File: src/rtl/lpst_params.svh
// Register offsets, field positions, reset values and timing counts of the lane test block
`ifndef LPST_PARAMS_SVH
`define LPST_PARAMS_SVH

// ----------------------------------------
// Register offsets
// ----------------------------------------
`define LPST_OFF_SYNC_DUR    12'h312
`define LPST_OFF_LMFC_PER    12'h313
`define LPST_OFF_TEST_EN     12'h315
`define LPST_OFF_TEST_CTRL   12'h316
`define LPST_OFF_THR_LOW     12'h317
`define LPST_OFF_THR_MID     12'h318
`define LPST_OFF_THR_HIGH    12'h319
`define LPST_OFF_CNT_LOW     12'h31a
`define LPST_OFF_CNT_MID     12'h31b
`define LPST_OFF_CNT_HIGH    12'h31c
`define LPST_OFF_PASS        12'h31d

// ----------------------------------------
// Field positions
// ----------------------------------------
`define LPST_ERR_DUR_MSB     7
`define LPST_ERR_DUR_LSB     4
`define LPST_REQ_DUR_MSB     3
`define LPST_REQ_DUR_LSB     0
`define LPST_CNT_SEL_MSB     6
`define LPST_CNT_SEL_LSB     4
`define LPST_PAT_MSB         3
`define LPST_PAT_LSB         2
`define LPST_RUN_BIT         1
`define LPST_CLR_BIT         0

// ----------------------------------------
// Reset values
// ----------------------------------------
`define LPST_RST_BYTE        8'h00
`define LPST_RST_THR         24'h000000
`define LPST_RST_PASS        8'hff

// ----------------------------------------
// Timing counts
// ----------------------------------------
`define LPST_CLK_PERIOD_NS   10
`define LPST_OCTETS_PER_PCLK 4
`define LPST_REQ_FRAMES      5
`define LPST_REQ_OCTETS      9
`define LPST_CNT_MAX         24'hffffff

`endif

File: src/rtl/lpst_pkg.sv
// Types shared by the lane test block
package lpst_pkg;

	// Sync output sequencer states
	typedef enum logic [1:0]
	{
		LPST_SYNC_IDLE = 2'b00,
		LPST_SYNC_REQ  = 2'b01,
		LPST_SYNC_ERR  = 2'b10
	} lpst_sync_state_t;

	// Checked pattern codes
	typedef enum logic [1:0]
	{
		LPST_PRBS7  = 2'b00,
		LPST_PRBS15 = 2'b01,
		LPST_PRBS31 = 2'b10,
		LPST_PRBSX  = 2'b11
	} lpst_pattern_t;

	// State of the top module
	typedef struct packed
	{
		lpst_sync_state_t st;
		logic [7:0]       sync_cnt;
		logic             sync_n;
		logic [7:0]       sync_dur;
		logic [7:0]       test_en;
		logic [2:0]       cnt_sel;
		lpst_pattern_t    pat;
		logic             run;
		logic             clr;
		logic [23:0]      thr;
		logic [7:0]       lmfc_cnt;
		logic [7:0]       lmfc_per;
		logic [7:0]       rdata;
		logic             rvalid;
	} lpst_top_state_t;

	// State of one lane checker
	typedef struct packed
	{
		logic [30:0] hist;
		logic        primed;
		logic [23:0] cnt;
		logic        pass;
	} lpst_chk_state_t;

endpackage

File: src/rtl/lpst_lane_if.sv
// Control and result signals between the top and one lane checker
interface lpst_lane_if;
	logic                  enable;
	logic                  run;
	logic                  clear;
	lpst_pkg::lpst_pattern_t pattern;
	logic [23:0]           threshold;
	logic [23:0]           count;
	logic                  pass;

	modport ctrl (output enable, output run, output clear, output pattern, output threshold,
		input count, input pass);
	modport chk  (input enable, input run, input clear, input pattern, input threshold,
		output count, output pass);
endinterface

File: src/rtl/lpst_top.sv
// Sync output timing, multiframe period readback and per-lane PRBS test registers
`include "lpst_params.svh"

module lpst_top #(
	parameter int LANES        = 8,
	parameter int DATA_W       = 32,
	parameter int FRAME_OCTETS = 1
) (
	input  wire logic                    i_mclk,
	input  wire logic                    i_rst,
	input  wire logic [11:0]             i_reg_addr,
	input  wire logic                    i_reg_wr,
	input  wire logic                    i_reg_rd,
	input  wire logic [7:0]              i_reg_wdata,
	output logic      [7:0]              o_reg_rdata,
	output logic                         o_reg_rvalid,
	input  wire logic                    i_sync_request,
	input  wire logic                    i_sync_error,
	input  wire logic                    i_lmfc_pulse,
	input  wire logic [LANES*DATA_W-1:0] i_lane_data,
	input  wire logic [LANES-1:0]        i_lane_valid,
	output logic                         o_sync_request_out_n
);

	// Request base length in parallel cycles, rounded up
	localparam int REQ_OCTETS = `LPST_REQ_FRAMES * FRAME_OCTETS + `LPST_REQ_OCTETS;
	localparam int REQ_BASE   = (REQ_OCTETS + `LPST_OCTETS_PER_PCLK - 1) / `LPST_OCTETS_PER_PCLK;
	localparam logic [7:0] REQ_BASE_8 = 8'(REQ_BASE);

	lpst_pkg::lpst_top_state_t s_reg;
	lpst_pkg::lpst_top_state_t s_next;
	logic [23:0]               lane_cnt [LANES];
	logic [7:0]                pass_bits;
	logic [23:0]               sel_cnt;

	// ----------------------------------------
	// Lane checkers
	// ----------------------------------------
	generate
		for (genvar l = 0; l < 8; l++)
		begin : g_lane
			if (l < LANES)
			begin : g_on
				lpst_lane_if lif ();
				assign lif.enable    = s_reg.test_en[l];
				assign lif.run       = s_reg.run;
				assign lif.clear     = s_reg.clr;
				assign lif.pattern   = s_reg.pat;
				assign lif.threshold = s_reg.thr;
				assign lane_cnt[l]   = lif.count;
				assign pass_bits[l]  = lif.pass;
				lpst_lane_checker #(.DATA_W(DATA_W)) u_chk (
					.i_mclk  (i_mclk),
					.i_rst   (i_rst),
					.i_data  (i_lane_data[l*DATA_W +: DATA_W]),
					.i_valid (i_lane_valid[l]),
					.ctl     (lif.chk)
				);
			end
			else
			begin : g_off
				assign pass_bits[l] = 1'b1;
			end
		end
	endgenerate

	always_comb
	begin
		sel_cnt = 24'h000000;
		for (int l = 0; l < LANES; l++)
			if (s_reg.cnt_sel == 3'(l))
				sel_cnt = lane_cnt[l];
	end

	// Read mux by address
	function automatic logic [7:0] read_byte(input logic [11:0] a, input lpst_pkg::lpst_top_state_t s,
		input logic [23:0] c, input logic [7:0] p);
		logic [7:0] r;
		r = 8'h00;
		if (a == `LPST_OFF_SYNC_DUR)
			r = s.sync_dur;
		else if (a == `LPST_OFF_LMFC_PER)
			r = s.lmfc_per;
		else if (a == `LPST_OFF_TEST_EN)
			r = s.test_en;
		else if (a == `LPST_OFF_TEST_CTRL)
			r = {1'b0, s.cnt_sel, s.pat, s.run, s.clr};
		else if (a == `LPST_OFF_THR_LOW)
			r = s.thr[7:0];
		else if (a == `LPST_OFF_THR_MID)
			r = s.thr[15:8];
		else if (a == `LPST_OFF_THR_HIGH)
			r = s.thr[23:16];
		else if (a == `LPST_OFF_CNT_LOW)
			r = c[7:0];
		else if (a == `LPST_OFF_CNT_MID)
			r = c[15:8];
		else if (a == `LPST_OFF_CNT_HIGH)
			r = c[23:16];
		else if (a == `LPST_OFF_PASS)
			r = p;
		return r;
	endfunction

	// ----------------------------------------
	// Next state
	// ----------------------------------------
	always_comb
	begin
		s_next        = s_reg;
		s_next.rvalid = i_reg_rd;
		if (i_reg_rd)
			s_next.rdata = read_byte(i_reg_addr, s_reg, sel_cnt, pass_bits);

		// Register writes
		if (i_reg_wr)
		begin
			if (i_reg_addr == `LPST_OFF_SYNC_DUR)
				s_next.sync_dur = i_reg_wdata;
			else if (i_reg_addr == `LPST_OFF_TEST_EN)
				s_next.test_en = i_reg_wdata;
			else if (i_reg_addr == `LPST_OFF_TEST_CTRL)
			begin
				s_next.cnt_sel = i_reg_wdata[`LPST_CNT_SEL_MSB:`LPST_CNT_SEL_LSB];
				s_next.pat = lpst_pkg::lpst_pattern_t'(i_reg_wdata[`LPST_PAT_MSB:`LPST_PAT_LSB]);
				s_next.run = i_reg_wdata[`LPST_RUN_BIT];
				s_next.clr = i_reg_wdata[`LPST_CLR_BIT];
			end
			else if (i_reg_addr == `LPST_OFF_THR_LOW)
				s_next.thr[7:0] = i_reg_wdata;
			else if (i_reg_addr == `LPST_OFF_THR_MID)
				s_next.thr[15:8] = i_reg_wdata;
			else if (i_reg_addr == `LPST_OFF_THR_HIGH)
				s_next.thr[23:16] = i_reg_wdata;
		end

		if (i_lmfc_pulse)
		begin
			s_next.lmfc_per = s_reg.lmfc_cnt + 8'h01;
			s_next.lmfc_cnt = 8'h00;
		end
		else if (s_reg.lmfc_cnt != 8'hff)
			s_next.lmfc_cnt = s_reg.lmfc_cnt + 8'h01;

		// Sync output sequencer
		case (s_reg.st)
			lpst_pkg::LPST_SYNC_IDLE:
			begin
				if (i_sync_request)
				begin
					s_next.st       = lpst_pkg::LPST_SYNC_REQ;
					s_next.sync_cnt = REQ_BASE_8 - 8'h01
						+ {4'h0, s_reg.sync_dur[`LPST_REQ_DUR_MSB:`LPST_REQ_DUR_LSB]};
				end
				else if (i_sync_error)
				begin
					s_next.st       = lpst_pkg::LPST_SYNC_ERR;
					s_next.sync_cnt = {4'h0, s_reg.sync_dur[`LPST_ERR_DUR_MSB:`LPST_ERR_DUR_LSB]};
				end
			end
			lpst_pkg::LPST_SYNC_REQ:
			begin
				if (s_reg.sync_cnt != 8'h00)
					s_next.sync_cnt = s_reg.sync_cnt - 8'h01;
				else if (!i_sync_request)
					s_next.st = lpst_pkg::LPST_SYNC_IDLE;
			end
			lpst_pkg::LPST_SYNC_ERR:
			begin
				if (s_reg.sync_cnt != 8'h00)
					s_next.sync_cnt = s_reg.sync_cnt - 8'h01;
				else
					s_next.st = lpst_pkg::LPST_SYNC_IDLE;
			end
			default:
				s_next.st = lpst_pkg::LPST_SYNC_IDLE;
		endcase
		s_next.sync_n = (s_next.st == lpst_pkg::LPST_SYNC_IDLE);
	end

	// State register
	always_ff @(posedge i_mclk)
	begin
		if (i_rst)
		begin
			s_reg          <= '0;
			s_reg.st       <= lpst_pkg::LPST_SYNC_IDLE;
			s_reg.sync_n   <= 1'b1;
			s_reg.sync_dur <= `LPST_RST_BYTE;
			s_reg.test_en  <= `LPST_RST_BYTE;
			s_reg.thr      <= `LPST_RST_THR;
		end
		else
			s_reg <= s_next;
	end

	assign o_reg_rdata          = s_reg.rdata;
	assign o_reg_rvalid         = s_reg.rvalid;
	assign o_sync_request_out_n = s_reg.sync_n;
endmodule // lpst_top

File: src/rtl/lpst_lane_checker.sv
// Self-synchronising PRBS error checker for one lane
`include "lpst_params.svh"

module lpst_lane_checker #(
	parameter int DATA_W = 32
) (
	input  wire logic              i_mclk,
	input  wire logic              i_rst,
	input  wire logic [DATA_W-1:0] i_data,
	input  wire logic              i_valid,
	lpst_lane_if.chk               ctl
);

	lpst_pkg::lpst_chk_state_t s_reg;
	lpst_pkg::lpst_chk_state_t s_next;
	logic                      active;
	logic [30:0]               h;
	logic                      pred;
	logic [6:0]                errs;
	logic [24:0]               sum;

	assign active = ctl.enable && ctl.run && !ctl.clear;

	// Next state: predict each bit from history, count mismatches
	always_comb
	begin
		s_next = s_reg;
		h      = s_reg.hist;
		errs   = 7'h00;
		pred   = 1'b0;
		sum    = 25'h0000000;
		for (int b = 0; b < DATA_W; b++)
		begin
			case (ctl.pattern)
				lpst_pkg::LPST_PRBS7:  pred = h[6] ^ h[5];
				lpst_pkg::LPST_PRBS15: pred = h[14] ^ h[13];
				default:               pred = h[30] ^ h[27];
			endcase
			if (pred != i_data[b])
				errs = errs + 7'h01;
			h = {h[29:0], i_data[b]};
		end
		sum = {1'b0, s_reg.cnt} + {18'h00000, errs};
		if (ctl.clear)
		begin
			s_next.hist   = 31'h00000000;
			s_next.primed = 1'b0;
			s_next.cnt    = 24'h000000;
			s_next.pass   = 1'b1;
		end
		else if (active && i_valid)
		begin
			s_next.hist   = h;
			s_next.primed = 1'b1;
			if (s_reg.primed)
				s_next.cnt = sum[24] ? `LPST_CNT_MAX : sum[23:0];
		end
		if (!ctl.clear && s_next.cnt > ctl.threshold)
			s_next.pass = 1'b0;
	end

	// State register
	always_ff @(posedge i_mclk)
	begin
		if (i_rst)
			s_reg <= '{hist: 31'h00000000, primed: 1'b0, cnt: 24'h000000, pass: 1'b1};
		else
			s_reg <= s_next;
	end

	assign ctl.count = s_reg.cnt;
	assign ctl.pass  = s_reg.pass;
endmodule // lpst_lane_checker

File: config.mk
export PLATFORM = sky130hd
export DESIGN_NAME = lpst_top
export DESIGN_NICKNAME = d
export VERILOG_FILES = /design/src/rtl/lpst_pkg.sv /design/src/rtl/lpst_lane_if.sv /design/src/rtl/lpst_top.sv /design/src/rtl/lpst_lane_checker.sv
export VERILOG_INCLUDE_DIRS = /design/src /design/src/rtl
export SDC_FILE = /design/constraint.sdc
export NUM_CORES = 2
export LEC_CHECK = 0
export BUFFER_PORTS_ARGS = -buffer_cell sky130_fd_sc_hd__buf_2
export CAP_MARGIN = 20
export CORE_ASPECT_RATIO = 0.75
export CORE_MARGIN = 3
export CORE_UTILIZATION = 52
export DETAILED_ROUTE_END_ITERATION = 16
export PLACE_DENSITY = 0.71
export SLEW_MARGIN = 20
export SYNTH_ARGS = -nofsm -noshare
export SYNTH_HDL_FRONTEND = slang
export SYNTH_SLANG_ARGS = --single-unit
File: constraint.sdc
create_clock -name i_mclk -period 37.5 [get_ports i_mclk]
set_input_delay 0 -clock i_mclk [delete_from_list [all_inputs] [get_ports i_mclk]]
set_output_delay 0 -clock i_mclk [all_outputs]
set_load 0.03 [all_outputs]
-- After elaboration in Yosys (flattened, before gate mapping)
Cells that the tools add are included.
- bits in registers: 539
- word-level logic and storage cells: 1813
- eq/ne operators: 280
- $lt $le $gt $ge: 8
- bitwise gates (word level): 581
- multiplexer cells: 580
- add/subtract/negate cells: 259
- reductions and logical operators: 57
- operator list (cell ; number):
    $mux 7 ; 248
    $add 7x1->7 const B ; 240
    $mux 24 ; 40
    $xor 1x1->1 ; 576
    $pmux 1 s2 ; 256
    $ne 1x1->1 ; 256
    $add 24x7->25 ; 8
    $gt 24x24->1 ; 8
    $eq 12x10->1 const B ; 11
    $mux 8 ; 12
    $logic_and 1x1->1 ; 32
    $mux 10 ; 2
    $reduce_bool 2->1 ; 9
    $mux 1 ; 17
    $add 1x1->2 const B ; 8
    $pmux 8 s2 ; 1
    $eq 3x3->1 const B ; 4
    $add 8x1->8 const B ; 1
    $ne 8x8->1 const B ; 1
    $reduce_bool 8->1 ; 1
    $sub 8x1->8 const B ; 1
    $reduce_and 7->1 ; 1
    $eq 3x2->1 const B ; 2
    $logic_not 2->1 ; 3
    other kinds (17) ; 27

-- Depth between registers and ports, before layout
- word-level depth: 74
- gate-level depth with buffers: 131

-- Modules after synthesis
A second synthesis with hierarchy kept.
- cells, all modules: 13359
- area total of the unflattened synthesis: 100272.4 um2
- by module, submodules not included (module ; cells an instance ; area an instance (um2) ; instances):
    lpst_lane_checker (g_lane[1].g_on.u_chk ...) ; 1636 ; 12194.2 ; 5
    lpst_lane_checker (g_lane[5].g_on.u_chk) ; 1495 ; 11155.7 ; 1
    lpst_lane_checker (g_lane[7].g_on.u_chk) ; 1443 ; 10959.3 ; 1
    lpst_lane_checker (g_lane[0].g_on.u_chk) ; 1447 ; 10909.2 ; 1
    lpst_top ; 794 ; 6277.3 ; 1

-- Worst setup path after synthesis
Ideal clock, no wire load.
- kind: reg-to-reg
- from: register s_reg (netlist bit g_lane[0].g_on.lif.pattern[1])
- to: register g_lane[4].g_on.u_chk.s_reg (netlist bit g_lane[4].g_on.u_chk.ctl.pass)
- setup slack: 15.254 ns
- setup time: 0.061 ns
- data required time: 37.439 ns
- arrival time: 22.185 ns
- stages on the path, launching flop included: 123
- path through: dfxtp_1 buf_6 buf_8 buf_6 buf_6 buf_6 buf_6 a222oi_1 xnor2_2 inv_2 ha_1 a2111oi_0 a311oi_1 a41o_1 or2_2 ha_1 and2_1 or2_2 (+87 left out) clkbuf_1 a21oi_1 clkbuf_1 o21ai_0 a21oi_1 a211oi_1 ha_1 a21o_1 a21oi_1 nor2b_1 o31a_1 o21ai_0 nand2b_1 a21oi_1 nand2_1 a221oi_1 o21ai_0 nand2_1
- RTL lines (what ; line ; source):
    start: declaration ; lpst_top.sv:30 ; lpst_pkg::lpst_top_state_t s_reg;
    start signal: assignment ; lpst_top.sv:194 ; s_reg <= s_next;
    end signal: assignment ; lpst_lane_checker.sv:66 ; s_reg <= '{hist: 31'h00000000, primed: 1'b0, cnt: 24'h000000, pass: 1'b1};
    end signal: assignment ; lpst_lane_checker.sv:68 ; s_reg <= s_next;
    end: declaration ; lpst_lane_checker.sv:14 ; lpst_pkg::lpst_chk_state_t s_reg;

==> metrics.yaml <==
status: "complete, no violations"
crit_cells: 119
synth_cell_types: 144
place_hpwl_um: 231000
setup_viol: 0
worst-path-buf-inv: 9
hold_viol_final: 0
place_congestion: 0.987
synth_warnings: 0
required_ns: 38.11
die-width_um: 484
place_inst: 13800
endpoint: "g_lane[4].g_on.u_chk.ctl.pass"
slew_violations: 0
grt_pass1_wl_um: 466000
drt-total-wl_um: 302000
multi_input_area_um2: 73700
via_per_inst: 6.23
final_layout_size_suffix_gt1_frac: 0.0852
final_nets: 12800
path_max_fanout: 30
maxCapViolCount: 0
h-tree-depth: 3
slowest_delay_ns: 0.61
overflow: 0
clk_pin_slew_ns: 0.06
reg2reg_from: "g_lane[0].g_on.lif.pattern[1]"
timing.rr.end: "g_lane[4].g_on.u_chk.ctl.pass"
hp-class: "in2reg"
clockRootBuffer: "clkbuf_16"
crit_arrival_ns: 26.37
die_h_um: 364
syn_nets: 12700
gr-usage-all-layers: 0.324
fillers: 15500
coreArea_um2: 169000
period_minus_slack_ns: 25.76
syn_avg_cell_area_um2: 7.49
endpoint_kind: "flop"
cts_buffer_depth: 3
reg2reg_setup_slack_ns: 11.74
register_area_um2: 10800
antenna_found_initial: 40
syn_area_um2: 88900
pin_count: 301
cp_slowest_cell: "buf_4"
clkSinkCount: 539
wl_per_cell_um: 21.1
grt_pass1_vias: 82000
yosys.area.top_type: "dfxtp_1"
fmax_mhz: 38.8
syn_to_final_growth_pct: 8.65
cp-startpoint: "g_lane[0].g_on.lif.pattern[1]"
min_period_over_period: 0.687
cpLargestDelayFamily: "compound AO/OA/AOI/OAI gates"
slew_headroom: 0.207
largest_reg_flops: 256
route.vias.total: 89100
finClkSkew_ns: 0.0258
start_util: 0.527
placementRows: 130
cts_tree: "done"
synth_edf_count: 0
worst-r2r-cell-count: 119
synth_flop_cell: "dfxtp_1"
syn_inst: 11900
insertion_delay_ns: 0.70
async_flop_share: 0
antenna_left: 0
worst_pin_slew_ns: 1.16
synth_top_area_frac: 0.121
grt_max_degree: 132
fin_setup_tns_ns: 0
ys_top_cells_by_area: "dfxtp_1, xnor2_1, ha_1, xor2_1, nand2_1"
critPathLaunchType: "flop"
dieArea_um2: 176000
cpMostUsedCell: "ha_1"
first_pass_iters: 10
drcViolationCount: 0
layout.cells.non_filler: 14300
rsz0062_at_grt: "false"
drtIter0Drc: 9880
synth.ff_latch_count: 539
cts_made_buffers: 72
crit_type: "reg2reg"
yosysSeqAreaShare: 0.121
numPortBuffers: 300
[Yosys cell counts (all sizes together), types with 173 or more instances]
cell and number:
nand2 1431, xnor2 1262, nor2 1053, a21oi 883, xor2 672, dfxtp 539
ha 496, o21ai 443, clkbuf 428, nor3 361, inv 342, nand3 338
nor2b 283, buf 279, mux2i 266, a211oi 253, nand2b 181, xnor3 173
[cell families (layout without fill, tap and decap cells)]
family,count (synthesis),count (layout),share of synthesized area
and+or+nand+nor,4617,4617,0.253
AOI/OAI and AO/OA,2613,2613,0.193
xor gates and xnor gates,2129,2129,0.257
buffers and inverters,1052,1199,0.0514
DFF,539,539,0.121
adders and majority gates,515,515,0.0728
muxes,408,408,0.0517
other,0,31,0
[worst min-delay path by stage]
stage               cells past startpoint  slack (ns)                             end             start
floorplan                               2        0.14  g_lane[4].g_on.u_chk.s_reg[28]  i_lane_data[157]
global placement                        3        0.26  g_lane[1].g_on.u_chk.s_reg[26]   i_lane_data[63]
detailed placement                      3        0.27  g_lane[4].g_on.u_chk.s_reg[31]  i_lane_data[154]
CTS                                     5       0.001  g_lane[6].g_on.u_chk.s_reg[31]   i_lane_valid[6]
global route                            5        0.06  g_lane[6].g_on.u_chk.s_reg[47]   i_lane_valid[6]
finish                                  5        0.06  g_lane[7].g_on.u_chk.s_reg[53]   i_lane_valid[7]
[area by class of cell]
| cell class | count | area share |
|---|---|---|
| Tap cell | 2244 | 0.0291 |
| Clock buffer | 105 | 0.0216 |
| Inverter | 344 | 0.0135 |
| Sequential cell | 539 | 0.112 |
| Clock inverter | 21 | 0.00293 |
| Multi-Input combinational cell | 10300 | 0.762 |
| Antenna cell | 31 | 0.000803 |
| Timing Repair Buffer | 729 | 0.0579 |
[cell usage in the layout (no fill, tap or decap), drive strengths merged, types with 40 or more instances in the layout]
cell,netlist,layout
nor3b,105,105
o22ai,70,70
xnor3,173,173
o31ai,52,52
a211oi,253,253
o21ai,443,443
nand3b,53,53
xor2,672,672
nor3,361,361
nand2,1431,1431
a21oi,883,883
mux2,112,112
nand4,148,148
nand3,338,338
a311oi,50,50
o211ai,83,83
a31oi,102,102
nand2b,181,181
xnor2,1262,1262
mux2i,266,266
a211o,40,40
nor2,1053,1053
or3,62,62
o21a,67,67
and2,149,149
dlygate4sd3,0,341
nor4,120,120
clkbuf,428,107
ha,496,496
a21o,55,55
buf,279,386
a22oi,59,59
or2,52,52
inv,342,345
dfxtp,539,539
nor2b,283,283
and3,150,150
[timing repair]
action	CTS	global route
resized for setup	0	0
hold endpoints to repair	331	0
hold buffers	341	0
setup buffers	0	0
[layer usage]
metal	part of all wire	track usage
met1	0.44	0.450
met2	0.44	0.507
met3	0.086	0.0480
met4	0.040	0.123
met5	0.00021	0
[worst register-to-register path: cells and delay by family (launching register included)]
family / cells / cell delay [ns]
compound gates: 37 / 7.79
fa+ha+maj: 20 / 6.46
simple gates: 35 / 5.06
xor+xnor: 11 / 2.36
buf+inv: 9 / 1.80
mux: 7 / 1.78
flops: 1 / 0.44
[per-stage QoR]
stage / setup slack (ns) / cell area (um2) / hold slack [ns] / util
2_1_floorplan: 15.25 / 88900 / 0.136 / -
4_1_cts: 11.95 / 96500 / 0.00116 / 0.572
3_3_place_gp: 12.84 / 90700 / 0.262 / 0.538
5_1_grt: 9.65 / 96600 / 0.0580 / 0.573
3_5_place_dp: 12.07 / 90700 / 0.268 / 0.538
6_report: 11.74 / 96600 / 0.0608 / 0.573
Power is not shown: default switching activity piles up to over one toggle a cycle in this logic, so the estimate is an artifact.
